## src/logic/led_sink_map.svh

```systemverilog
// Register map, field positions, reset values and timing counts of the LED channel two blink block
`ifndef LED_SINK_MAP_SVH
`define LED_SINK_MAP_SVH

`define LED_ADDR_RANGE_BRIGHT 8'h42
`define LED_ADDR_PERIOD_DUTY 8'h45
`define LED_RESET_RANGE_BRIGHT 8'h04
`define LED_RESET_PERIOD_DUTY 8'h0F
`define LED_RANGE_MSB 7
`define LED_RANGE_LSB 6
`define LED_INVERT_BIT 5
`define LED_BRIGHT_MSB 4
`define LED_BRIGHT_LSB 0
`define LED_PERIOD_MSB 7
`define LED_PERIOD_LSB 4
`define LED_DUTY_MSB 3
`define LED_DUTY_LSB 0
`define LED_SYS_CLK_HZ 250000000
`define LED_ROOT_HZ 64
`define LED_ROOT_HIGH_PCT 10
`define LED_HALF_PERIOD_MS 500
`define LED_ROOT_CYCLES (`LED_SYS_CLK_HZ / `LED_ROOT_HZ)
`define LED_TICKS_PER_STEP (`LED_HALF_PERIOD_MS * `LED_ROOT_HZ / 1000)

`endif

```

## src/logic/led_sink_pkg.sv

```systemverilog
// Types shared by the LED channel two blink block
package led_sink_pkg;
  typedef enum logic [1:0] {
    RANGE_OFF = 2'b00,
    RANGE_LOW = 2'b01,
    RANGE_MID = 2'b10,
    RANGE_HIGH = 2'b11
  } range_t;
  typedef enum logic {
    PHASE_ACTIVE = 1'b0,
    PHASE_REST = 1'b1
  } phase_t;
endpackage

```

## src/logic/led_sink_blink_control.sv

```systemverilog
// LED channel two blink and enable control with its two configuration registers
`timescale 1ns/1ps
`include "led_sink_map.svh"

module led_sink_blink_control #(
  parameter int ROOT_CYCLES = `LED_ROOT_CYCLES,
  parameter int TICKS_PER_STEP = `LED_TICKS_PER_STEP
) (
  input wire logic sys_clk,
  input wire logic rst_n,
  input wire logic regWrite,
  input wire logic regRead,
  input wire logic [7:0] regAddr,
  input wire logic [7:0] regWrData,
  output logic [7:0] regRdData,
  input wire logic sinkMasterEnable,
  input wire logic controllerOn,
  output logic sinkOn,
  output logic [1:0] chanTwoRangeCode,
  output logic chanTwoPhaseInvert,
  output logic [4:0] chanTwoBrightnessCode,
  output logic [3:0] chanTwoPeriodCode,
  output logic [3:0] chanTwoDutyCode,
  output logic rootClockStatus
);
  localparam int HIGH_CYCLES = (ROOT_CYCLES * `LED_ROOT_HIGH_PCT) / 100;

  ////////////////////////////////////////////////////////////////////////////////
  // Register file

  logic [7:0] rangeBright;
  logic [7:0] periodDuty;
  logic [7:0] next_rangeBright;
  logic [7:0] next_periodDuty;
  logic [7:0] next_regRdData;

  // Write decode and registered read answer; unmapped reads return zero
  always_comb begin
    next_rangeBright = rangeBright;
    next_periodDuty = periodDuty;
    next_regRdData = regRdData;
    if (regWrite && regAddr == `LED_ADDR_RANGE_BRIGHT) begin
      next_rangeBright = regWrData;
    end else if (regWrite && regAddr == `LED_ADDR_PERIOD_DUTY) begin
      next_periodDuty = regWrData;
    end
    if (regRead) begin
      if (regAddr == `LED_ADDR_RANGE_BRIGHT) begin
        next_regRdData = rangeBright;
      end else if (regAddr == `LED_ADDR_PERIOD_DUTY) begin
        next_regRdData = periodDuty;
      end else begin
        next_regRdData = 8'h00;
      end
    end
  end

  // Register storage with reset defaults
  always_ff @(posedge sys_clk) begin
    if (!rst_n) begin
      rangeBright <= `LED_RESET_RANGE_BRIGHT;
      periodDuty <= `LED_RESET_PERIOD_DUTY;
      regRdData <= 8'h00;
    end else begin
      rangeBright <= next_rangeBright;
      periodDuty <= next_periodDuty;
      regRdData <= next_regRdData;
    end
  end

  // Field outputs straight from the register flops
  assign chanTwoRangeCode = rangeBright[`LED_RANGE_MSB:`LED_RANGE_LSB];
  assign chanTwoPhaseInvert = rangeBright[`LED_INVERT_BIT];
  assign chanTwoBrightnessCode = rangeBright[`LED_BRIGHT_MSB:`LED_BRIGHT_LSB];
  assign chanTwoPeriodCode = periodDuty[`LED_PERIOD_MSB:`LED_PERIOD_LSB];
  assign chanTwoDutyCode = periodDuty[`LED_DUTY_MSB:`LED_DUTY_LSB];

  ////////////////////////////////////////////////////////////////////////////////
  // 64Hz root clock divider

  logic [31:0] divCount;
  logic [31:0] next_divCount;
  logic rootTick;
  logic next_rootTick;
  logic next_rootClockStatus;

  // One tick pulse per root period; status is high for the first tenth
  always_comb begin
    next_divCount = (divCount == 32'(ROOT_CYCLES - 1)) ? 32'h00000000 : divCount + 32'h00000001;
    next_rootTick = (next_divCount == 32'h00000000);
    next_rootClockStatus = (next_divCount < 32'(HIGH_CYCLES));
  end

  always_ff @(posedge sys_clk) begin
    if (!rst_n) begin
      divCount <= 32'h00000000;
      rootTick <= 1'b0;
      rootClockStatus <= 1'b0;
    end else begin
      divCount <= next_divCount;
      rootTick <= next_rootTick;
      rootClockStatus <= next_rootClockStatus;
    end
  end

  ////////////////////////////////////////////////////////////////////////////////
  // Blink sequencer

  logic channelOn;
  logic [9:0] tickCount;
  logic [3:0] livePeriod;
  logic [3:0] liveDuty;
  logic liveInvert;
  logic [9:0] periodTicks;
  logic [9:0] dutyTicks;
  logic [9:0] next_tickCount;
  logic [3:0] next_livePeriod;
  logic [3:0] next_liveDuty;
  logic next_liveInvert;
  logic next_sinkOn;
  led_sink_pkg::phase_t phase;

  // Channel gate: own range, master enable and controller on state
  assign channelOn = (led_sink_pkg::range_t'(chanTwoRangeCode) != led_sink_pkg::RANGE_OFF)
    && sinkMasterEnable && controllerOn;
  assign periodTicks = 10'(({6'h00, livePeriod} + 10'h001) * 10'(TICKS_PER_STEP));
  // Product is formed at full width so long periods at full duty do not wrap
  assign dutyTicks = 10'(((32'(livePeriod) + 32'h00000001) * (32'(liveDuty) + 32'h00000001)
    * 32'(TICKS_PER_STEP)) >> 4);
  assign phase = (tickCount < dutyTicks) ? led_sink_pkg::PHASE_ACTIVE : led_sink_pkg::PHASE_REST;

  // Counter restarts at each boundary and settings are latched only there, or on every cycle while the channel is off
  always_comb begin
    next_tickCount = tickCount;
    next_livePeriod = livePeriod;
    next_liveDuty = liveDuty;
    next_liveInvert = liveInvert;
    if (!channelOn) begin
      // Latch the incoming values so a write that enables the channel starts with its own settings
      next_tickCount = 10'h000;
      next_livePeriod = next_periodDuty[`LED_PERIOD_MSB:`LED_PERIOD_LSB];
      next_liveDuty = next_periodDuty[`LED_DUTY_MSB:`LED_DUTY_LSB];
      next_liveInvert = next_rangeBright[`LED_INVERT_BIT];
    end else if (rootTick) begin
      if (tickCount == periodTicks - 10'h001) begin
        next_tickCount = 10'h000;
        next_livePeriod = chanTwoPeriodCode;
        next_liveDuty = chanTwoDutyCode;
        next_liveInvert = chanTwoPhaseInvert;
      end else begin
        next_tickCount = tickCount + 10'h001;
      end
    end
    next_sinkOn = 1'b0;
    if (channelOn) begin
      case (phase)
        led_sink_pkg::PHASE_ACTIVE: next_sinkOn = !liveInvert;
        led_sink_pkg::PHASE_REST: next_sinkOn = liveInvert;
        default: next_sinkOn = 1'b0;
      endcase
    end
  end

  always_ff @(posedge sys_clk) begin
    if (!rst_n) begin
      tickCount <= 10'h000;
      livePeriod <= 4'h0;
      liveDuty <= 4'hF;
      liveInvert <= 1'b0;
      sinkOn <= 1'b0;
    end else begin
      tickCount <= next_tickCount;
      livePeriod <= next_livePeriod;
      liveDuty <= next_liveDuty;
      liveInvert <= next_liveInvert;
      sinkOn <= next_sinkOn;
    end
  end
endmodule

```

## config.mk

```make
export PLATFORM = sky130hd
export DESIGN_NAME = led_sink_blink_control
export DESIGN_NICKNAME = d
export VERILOG_FILES = /design/src/logic/led_sink_pkg.sv /design/src/logic/led_sink_blink_control.sv
export VERILOG_INCLUDE_DIRS = /design/src /design/src/logic
export SDC_FILE = /design/constraint.sdc
export NUM_CORES = 1
export LEC_CHECK = 0
export BUFFER_PORTS_ARGS = -buffer_cell sky130_fd_sc_hd__buf_4
export CAP_MARGIN = 20
export CELL_PAD_IN_SITES_DETAIL_PLACEMENT = 1
export CELL_PAD_IN_SITES_GLOBAL_PLACEMENT = 2
export CORE_ASPECT_RATIO = 1.2
export CORE_MARGIN = 10
export CORE_UTILIZATION = 39
export DETAILED_ROUTE_END_ITERATION = 16
export PLACE_DENSITY_LB_ADDON = 0.1
export REMOVE_ABC_BUFFERS = 1
export SYNTH_ARGS = -nofsm -noshare
export SYNTH_HDL_FRONTEND = slang
export SYNTH_SLANG_ARGS = --single-unit
```

## constraint.sdc

```tcl
create_clock -name sys_clk -period 8.22 [get_ports sys_clk]
set_input_delay 0.411 -clock sys_clk [delete_from_list [all_inputs] [get_ports sys_clk]]
set_output_delay 0.411 -clock sys_clk [all_outputs]
set_load 0.02 [all_outputs]
```

==> impl_results.md, run 1 <==
* Sequential area share after synthesis at 0.312
* DR pass1 iterations at 4
* TritonCTS clock tree: done
* Share of layout cells above drive strength 1 at 0.138
* CP Class: flip-flop to flip-flop
* Root Driver: clkbuf_16
* #FFs+latches synth at 78
* Share of synthesized registers carrying an async set or reset at 0
* Hold Worst Slack at 0.314 ns
* Height of the die at 144 um
* CTS buffer count at 9
* Synth area leader: dfxtp_1
* Slew at the pin with the worst max-slew slack at 0.771 ns
* CTS H-tree depth at 3
* Clock skew at 0.00642 ns
* Congestion Overflow GR at 0
* Postcts setup bufs at 0
* RSZ-0062 raised after global routing: no
* Rows at 45
* Most frequent cell after synthesis: dfxtp_1
* Worst IR Drop VDD at 0.118 mV
* Synth Cell Area at 5010 sq um
* Maximum fanout along the worst path at 14
* WL final at 14.0 mm
* Largest net degree at the start of global routing at 49
* PortBufs at 47
* Final Non-Filler Cells at 788
* Iter 0 DRT Violations at 177
* Required time worst endpoint at 8.51 ns
* Power density over cell area at 150 nW/um^2
* # resized after CTS at 0
* Hold Fails Final Rpt at 0
* Leak Pwr at 0.00240 uW
* Vias in the first global route at 4,675
* Crit path largest cell delay at 0.61 ns
* Endpoint class of the critical path: flip-flop
* CTS max path bufs at 2
* Setup TNS at 0 ns
* Worst setup SP type: flip-flop
* Avg WL per Cell at 17.8 um
* Top FF cell, synth: dfxtp_1
* Final setup vio count at 0
* GRT Overall Usage at 0.166
* Clk sinks at 78
* Post-DRT Antenna Nets at 0
* Global-route wire length before repair at 23.7 mm
* Slew headroom at 0.481
* Worst hold path type: input pin to flip-flop
* Vias at 4,346
* # DRC at 0
* CP max-delay cell: dfxtp_1
* Skew-Pair Late Insertion Delay at 0.35 ns
* Peak Freq at 0.197 GHz
* Cts hold-fix bufs at 0
* Commonest cells post-synth: dfxtp_1, nand2_1, nor2_1
* Synth top area cells: dfxtp_1, ha_1, xnor2_1
* Syn_area_per_cell at 8.55 sq um
* # diodes at 0
* Placed Instances at 773
* Worst Path Buf+Inv at 1
* Nets at 680
* Yosys warning total at 0
* Status: finished clean
* CP cell instances: ha_1 -> xnor2_1 -> or2_2 -> fa_1 -> fa_1 -> fa_1 -> inv_1 -> ha_1 -> a21oi_1 -> nor2_1 -> nor2_1 -> o21bai_1 -> a21oi_1 -> xnor2_1 -> ha_1 -> or4_1 -> nor3_1 -> nand3b_1
* DIE AREA at 17,800 sq um
* Clock-pin slew of the registers on the worst-case setup and hold paths at 0.06 ns
* Post-DP HPWL at 10.6 mm
* Max_cap viols at 0
* Synth cell types at 60
* Max-slew violation count at 0
* Gpl congestion at 0.850
* Core ar. at 12,600 sq um
* Initial antenna violation count at 0
* Final period util at 0.617
* EDFF count, synth at 0
* Ports at 48
* CP top delay family: adder cells
* Vias per cell at 5.52
* WP data arrival at 5.36 ns
* Post-Syn Instances at 586
* Final Critical Period at 5.07 ns
* Die span in x at 123 um
* Synth top area share at 0.312
* Initial Util at 0.397
* Area delta synth->final at 15.5%
-- cell families (layout without fill, tap and decap cells) --
group / Yosys count / after routing / share of synthesized area
AOI/OAI and AO/OA: 91 / 91 / 0.139
xor gates and xnor gates: 60 / 60 / 0.108
adders and majority gates: 38 / 38 / 0.107
buffers and inverters: 46 / 84 / 0.0380
DFF: 78 / 78 / 0.312
muxes: 7 / 7 / 0.0142
and+or+nand+nor: 266 / 266 / 0.283
-- layout by cell type, fill, tap and decap left out, types with 4 or more instances in the layout --
| cell | count |
|---|---|
| nand4_1 | 15 |
| o221a_2 | 4 |
| or3_1 | 6 |
| o21ai_0 | 9 |
| o211ai_1 | 4 |
| and2_1 | 18 |
| a21oi_1 | 12 |
| xor2_1 | 20 |
| nor3_1 | 12 |
| nor2_1 | 56 |
| nor2b_1 | 7 |
| clkbuf_16 | 9 |
| nand2_1 | 65 |
| xnor2_1 | 39 |
| and3_1 | 16 |
| o21bai_1 | 4 |
| buf_4 | 48 |
| nand3_1 | 32 |
| a22oi_1 | 10 |
| a211oi_1 | 4 |
| nor4_1 | 7 |
| o21a_1 | 5 |
| mux2i_1 | 6 |
| or4_1 | 4 |
| o211a_1 | 9 |
| inv_1 | 20 |
| o2bb2ai_1 | 5 |
| fa_1 | 8 |
| dfxtp_1 | 78 |
| a21boi_0 | 12 |
| ha_1 | 30 |
-- metal layers --
metal | vias to the layer above | track usage | part of all wire
met5 | - | 0 | 0
met1 | 2130 | 0.219 | 0.48
li1 | 2140 | - | -
met4 | 0 | 0.0577 | 0.016
met3 | 16 | 0.0324 | 0.036
met2 | 60 | 0.264 | 0.47
-- sequential cells by signal, indices dropped and copies added (netlist names) --
name	flops
liveInvert	1
rootTick	1
regRdData	8
periodDuty	8
tickCount	10
rootClockStatus	1
divCount	32
sinkOn	1
livePeriod	4
liveDuty	4
rangeBright	8
-- final cells by class --
class                           count  area (sq um)
Clock inverter                      3          67.6
Clock buffer                       12           256
Inverter                           21          78.8
Fill cell                        1495          6820
Sequential cell                    78          1560
Multi-Input combinational cell    462          3260
Tap cell                          164           205
Timing Repair Buffer               48           360
-- path summary, 6_finish.rpt --
kind                    endpoint  slack (ns)  cells after the start      startpoint
setup / recovery          sinkOn        3.15                     18   livePeriod[0]
hold / removal    rangeBright[2]        0.31                      3    regWrData[2]
setup reg to reg          sinkOn        3.15                     18   livePeriod[0]
hold reg to reg   rangeBright[3]        0.48                      2  rangeBright[3]
-- per-stage QoR --
| step | total power (uW) | setup slack, ns | instance area (sq um) | util |
|---|---|---|---|---|
| final | 866 | 3.15 | 5790 | 0.459 |
| after global routing | 896 | 2.83 | 5790 | 0.459 |
| after CTS | 879 | 3.17 | 5790 | 0.459 |
| after detailed placement | 433 | 3.21 | 5460 | 0.433 |
| after global placement | 433 | 3.38 | 5460 | 0.433 |
| after floorplan | 410 | 3.63 | 4900 | - |
-- tightest hold or removal path: stages --
cell     delay (ns)
buf_4          0.08
nand3_1        0.06
nand3_1        0.07
-- power breakdown --
group | total, uW | switching (uW) | internal (uW)
logic | 38.1 | 20.2 | 17.8
clock network | 442 | 161 | 281
registers | 386 | 4.33 | 382
total | 866 | 185 | 681
Note: power is estimated with default switching activity, not from simulation.
==> run 2, diff against run 1 <==
CORE_UTILIZATION = 33   (was 39)
clock period = 4.4 ns   (was 8.22 ns; I/O delays follow)
==> run 2 against run 1 <==
Clock power grew 71%. Register-to-register slack got worse by 3.0 ns. Largest cell class unchanged. Sequential share of layout area decreased by 1.2 points. Maximum frequency is 18% higher. Count of clock-buffer cells in the layout fell by 1. Worst setup slack got worse by 3.0 ns. Critical path type unchanged. Critical path depth unchanged. Combinational power grew 93%.
==> impl_results.md, run 2 (synthesis gave the netlist of run 1 again) <==
* TritonCTS clock tree: done
* Met1 WL at 6.05 mm
* Rows at 49
* Crit path largest cell delay at 0.54 ns
* Required time worst endpoint at 4.69 ns
* Power density over cell area at 253 nW/um^2
* # diodes at 0
* Worst IR Drop VDD at 0.149 mV
* Initial antenna violation count at 0
* # DRC at 0
* Skew-Pair Late Insertion Delay at 0.35 ns
* Final Critical Period at 4.29 ns
* Iter 0 DRT Violations at 117
* Share of layout cells above drive strength 1 at 0.200
* Commonest non-fill, non-tap cell in the layout: dfxtp_1
* Worst setup SP type: flip-flop
* Maximum fanout along the worst path at 3
* Slew at the pin with the worst max-slew slack at 0.792 ns
* Avg WL per Cell at 17.5 um
* Largest registers: divCount: 32 flops, tickCount: 10 flops
* Max_cap viols at 0
* Largest net degree at the start of global routing at 49
* Vias per cell at 5.22
* Max-slew violation count at 0
* Multi-input logic area at 3380 sq um
* Register-to-Register Path Depth at 18
* CTS H-tree depth at 3
* GRT Overall Usage at 0.145
* Final total power at 1550 uW
* Vias at 4,434
* Fillers at 1,812
* Root Driver: clkbuf_16
* Height of the die at 155 um
* Post-DRT Antenna Nets at 0
* Cts hold-fix bufs at 0
* Most frequent cells in the layout: dfxtp_1, buf_4, nand2_1
* Register area at 1570 sq um
* CP cell instances: ha_4 -> xnor2_4 -> or2_4 -> fa_1 -> fa_1 -> fa_1 -> inv_2 -> ha_4 -> a21oi_2 -> nor2_1 -> nor2_2 -> o21bai_1 -> a21oi_1 -> xnor2_1 -> ha_2 -> or4_4 -> nor3_2 -> nand3b_1
* CP Class: flip-flop to flip-flop
* Peak Freq at 0.233 GHz
* Initial Util at 0.335
* Worst hold path type: input pin to flip-flop
* Final setup vio count at 0
* Gpl congestion at 0.826
* Congestion Overflow GR at 0
* Slew headroom at 0.468
* CP max-delay cell: fa_1
* Leak Pwr at 0.00253 uW
* Metal2 WL at 8.24 mm
* WHS Path Cells at 3
* Clock-pin slew of the registers on the worst-case setup and hold paths at 0.06 ns
* Biggest register: divCount
* Die span in x at 132 um
* Post-DP HPWL at 11.6 mm
* DIE AREA at 20,500 sq um
* Top layer in use: met4
* DR pass1 iterations at 7
* Clock skew at 0.00498 ns
* Max reg flops at 32
* Clk sinks at 78
* Endpoint class of the critical path: flip-flop
* Routed met3 length at 296 um
* Global-route wire length before repair at 24.0 mm
* RSZ-0062 raised after global routing: yes
* Vias in the first global route at 4,694
* Core ar. at 15,000 sq um
* Setup TNS at 0 ns
* CP dominant cell by count: fa_1
* PortBufs at 47
* Final period util at 0.975
* WP data arrival at 4.58 ns
* Area delta synth->final at 21.9%
* Nets at 701
* Ports at 48
* Hold Fails Final Rpt at 0
* WL final at 14.9 mm
* CTS buffer count at 9
* CTS max path bufs at 2
* Status: finished clean
run 2: changes by cell type in the layout (fill, tap and decap cells not counted), sizes merged:
cell and change:
buf +21, bufinv -1, clkbuf -1, clkinv +1, clkinvlp +1, inv +1
run 2: layout make-up:
cell class	count	share of cell area
Timing Repair Buffer	69	0.0860
Clock buffer	11	0.0381
Multi-Input combinational cell	462	0.554
Sequential cell	78	0.257
Inverter	21	0.0129
Clock inverter	5	0.00963
Tap cell	204	0.0418
run 2: metal layers:
metal | GRT usage | vias up
met5 | 0 | -
met4 | 0.0567 | 0
met3 | 0.0248 | 21
met1 | 0.149 | 2188
li1 | - | 2185
met2 | 0.281 | 40
run 2: worst paths after layout:
check | startpoint | end | slack, ns
worst max-delay path | livePeriod[0] | sinkOn | 0.11
worst min-delay path | regWrData[2] | rangeBright[2] | 0.11
worst max register to register | livePeriod[0] | sinkOn | 0.11
worst min register to register | rangeBright[0] | rangeBright[0] | 0.49
run 2: stage by stage:
stage,std cells,hold slack [ns],worst slack (ns),cell area (sq um),util
2_1_floorplan,561,0.292,-0.193,4900,-
3_3_place_gp,829,0.467,-0.0648,5630,0.377
3_5_place_dp,829,0.476,-0.216,5630,0.377
4_1_cts,845,0.106,-0.00617,5950,0.398
5_1_grt,850,0.151,-0.138,6110,0.408
6_report,850,0.115,0.109,6110,0.408
run 2: where the power goes:
| group | internal (uW) | switching [uW] |
|---|---|---|
| registers | 712 | 8.11 |
| clock network | 441 | 313 |
| logic | 34.7 | 38.7 |
| total | 1190 | 359 |
run 2: timing repair:
item / in CTS / in global routing
pin swaps: 7 / 18
gates resized for setup: 8 / 24
cloned: 0 / 0
endpoints found under the setup margin: 1 / 1
setup buffers: 0 / 5
run 2: worst max-delay path, delay by kind of cell, from the launching register on:
family / cells / cell delay, ns
AND/OR/NAND/NOR: 6 / 1.10
flip-flops: 1 / 0.35
adder cells (fa/ha/maj): 6 / 2.10
buffers and inverters: 1 / 0.05
AO/OA/AOI/OAI: 3 / 0.39
XOR/XNOR: 2 / 0.23
==> run 3, diff against run 2 <==
ABC_AREA = 1   (was default)
CORE_UTILIZATION = 30   (was 33)
SLEW_MARGIN = 40   (was default)
==> run 3 against run 2 <==
Clock skew is essentially flat. Utilization is 4.3 points lower. Sequential share of layout area fell by 0.36 points. Critical path type unchanged.
==> impl_results.md, run 3 <==
* Max reg flops at 32
* Final Non-Filler Cells at 1,040
* Commonest cells post-synth: nand2_1, nor2_1, inv_1
* Status: finished clean
* Skew-Pair Late Insertion Delay at 0.35 ns
* # diodes at 0
* Place WS at -0.0833 ns
* Max_cap viols at 0
* Slew headroom at 0.611
* Synth Cell Area at 5130 sq um
* Required time worst endpoint at 4.67 ns
* Top FF cell, synth: dfxtp_1
* EDFF count, synth at 0
* Final WS setup at 0.178 ns
* DR pass1 iterations at 4
* GRT Overall Usage at 0.141
* Clock skew at 0.00473 ns
* CTS buffer count at 9
* Final Critical Period at 4.22 ns
* Clk sinks at 78
* Synth top area share at 0.304
* Sequential area share after synthesis at 0.304
* Synth top area cells: dfxtp_1, nand2_1, nor2_1
* Post-DP HPWL at 13.0 mm
* Cts hold-fix bufs at 0
* Clock-pin slew of the registers on the worst-case setup and hold paths at 0.07 ns
* Worst hold path type: input pin to flip-flop
* Avg WL per Cell at 15.5 um
* Global-route wire length before repair at 26.4 mm
* TritonCTS clock tree: done
* CP cell instances: ha_4 -> inv_1 -> or2_2 -> fa_1 -> fa_1 -> fa_1 -> inv_1 -> ha_4 -> a21oi_4 -> o21ai_2 -> a21o_1 -> a21oi_2 -> xnor2_1 -> ha_1 -> nand2_1 -> inv_1 -> nand2_2 -> nand2_1 -> nand2_1 -> a21oi_1
* Initial antenna violation count at 0
* CTS max path bufs at 2
* Post-DRT Antenna Nets at 0
* Yosys warning total at 0
* Fillers at 2,149
* #FFs+latches synth at 78
* Die span in x at 139 um
* Synth area leader: dfxtp_1
* Largest registers: divCount: 32 flops, tickCount: 10 flops
* Ports at 48
* Post-Syn Instances at 760
* Placed Instances at 1,022
* Commonest non-fill, non-tap cell in the layout: nand2_1
* Iter 0 DRT Violations at 177
* Share of layout cells above drive strength 1 at 0.142
* # DRC at 0
* Multi-input logic area at 3180 sq um
* Biggest register: divCount
* Most frequent cell after synthesis: nand2_1
* WL final at 16.2 mm
* Initial Util at 0.304
* Synth cell types at 37
* Hold Worst Slack at 0.109 ns
* Core ar. at 16,900 sq um
* CP Class: flip-flop to flip-flop
* Slew at the pin with the worst max-slew slack at 0.583 ns
* Congestion Overflow GR at 0
* Crit path largest cell delay at 0.51 ns
* Max-slew violation count at 0
* Most frequent cells in the layout: nand2_1, nor2_1, inv_1
* Share of synthesized registers carrying an async set or reset at 0
* Setup TNS at 0 ns
* Final setup vio count at 0
* Syn_area_per_cell at 6.75 sq um
* Rows at 52
* Height of the die at 163 um
* Worst IR Drop VDD at 0.162 mV
* Vias at 4,986
* Area delta synth->final at 20.2%
* Maximum fanout along the worst path at 3
* Register area at 1570 sq um
* CTS H-tree depth at 3
* Worst setup SP type: flip-flop
* WP data arrival at 4.49 ns
* Largest net degree at the start of global routing at 31
* Final period util at 0.959
* Peak Freq at 0.237 GHz
* Vias per cell at 4.79
* Nets at 879
* PortBufs at 47
* Gpl congestion at 0.830
* CP max-delay cell: fa_1
* Endpoint class of the critical path: flip-flop
* DIE AREA at 22,800 sq um
* Root Driver: clkbuf_16
* Hold Fails Final Rpt at 0
* Vias in the first global route at 5,423
* Power density over cell area at 251 nW/um^2
* Leak Pwr at 0.00277 uW
## run 3: cell types whose count changed after synthesis, sizes merged, moves of 24 or more
cell,delta
nor2,+80
nand3,+24
nand2,+110
xnor2,-28
inv,+87
## run 3: final cells by class
class / instances / area share
clock buffer: 11 / 0.0410
clock inverter: 5 / 0.00649
inverter: 109 / 0.0664
multi-input combinational: 561 / 0.515
sequential: 78 / 0.254
tap: 216 / 0.0438
timing repair buffer: 60 / 0.0731
## run 3: stage by stage
stage | total power, uW | instance area [sq um] | util
finish | 1550 | 6160 | 0.366
global placement | 812 | 5770 | 0.342
detailed placement | 813 | 5770 | 0.342
global route | 1610 | 6160 | 0.366
floorplan | 771 | 5060 | -
CTS | 1570 | 6080 | 0.361
## run 3: cells by family (layout without fill, tap and decap cells)
family / Yosys count / in the layout / share of synthesized area
DFF: 78 / 78 / 0.304
adders and majority gates: 38 / 38 / 0.104
AOI/OAI and AO/OA: 77 / 77 / 0.0876
and+or+nand+nor: 415 / 415 / 0.358
xor gates and xnor gates: 31 / 31 / 0.0529
buffers and inverters: 121 / 185 / 0.0929
## run 3: report_power, final
part | leakage (uW) | switching (uW) | total, uW | internal (uW)
clock | 0.000146 | 335 | 754 | 419
combinational | 0.00199 | 43.1 | 75.8 | 32.7
sequential | 0.000632 | 6.88 | 720 | 713
## run 3: routing by layer
layer  routed length, um  track usage
met5                   0            0
met4                 315       0.0518
met3                 294       0.0229
met2                8830        0.270
met1                6720        0.150
## run 3: critical path, delay by kind of cell, from the launching register on
family / cells / cell delay, ns
buf+inv: 3 / 0.18
simple gates: 5 / 0.54
xor+xnor: 1 / 0.10
fa+ha+maj: 6 / 2.31
compound gates: 5 / 0.69
flops: 1 / 0.34
## run 3: final timing paths
kind	start	end	slack, ns	depth (start not counted)
worst min register to register	rangeBright[0]	rangeBright[0]	0.47	2
worst max-delay path	livePeriod[1]	sinkOn	0.18	20
worst min-delay path	regWrData[2]	rangeBright[2]	0.11	3
worst max register to register	livePeriod[1]	sinkOn	0.18	20
## run 3: timing repair
action                                  CTS  global route
endpoints found under the setup margin    1             1
pin swaps                                 4            12
buffers inserted                          1             1
resized for setup                         3            16
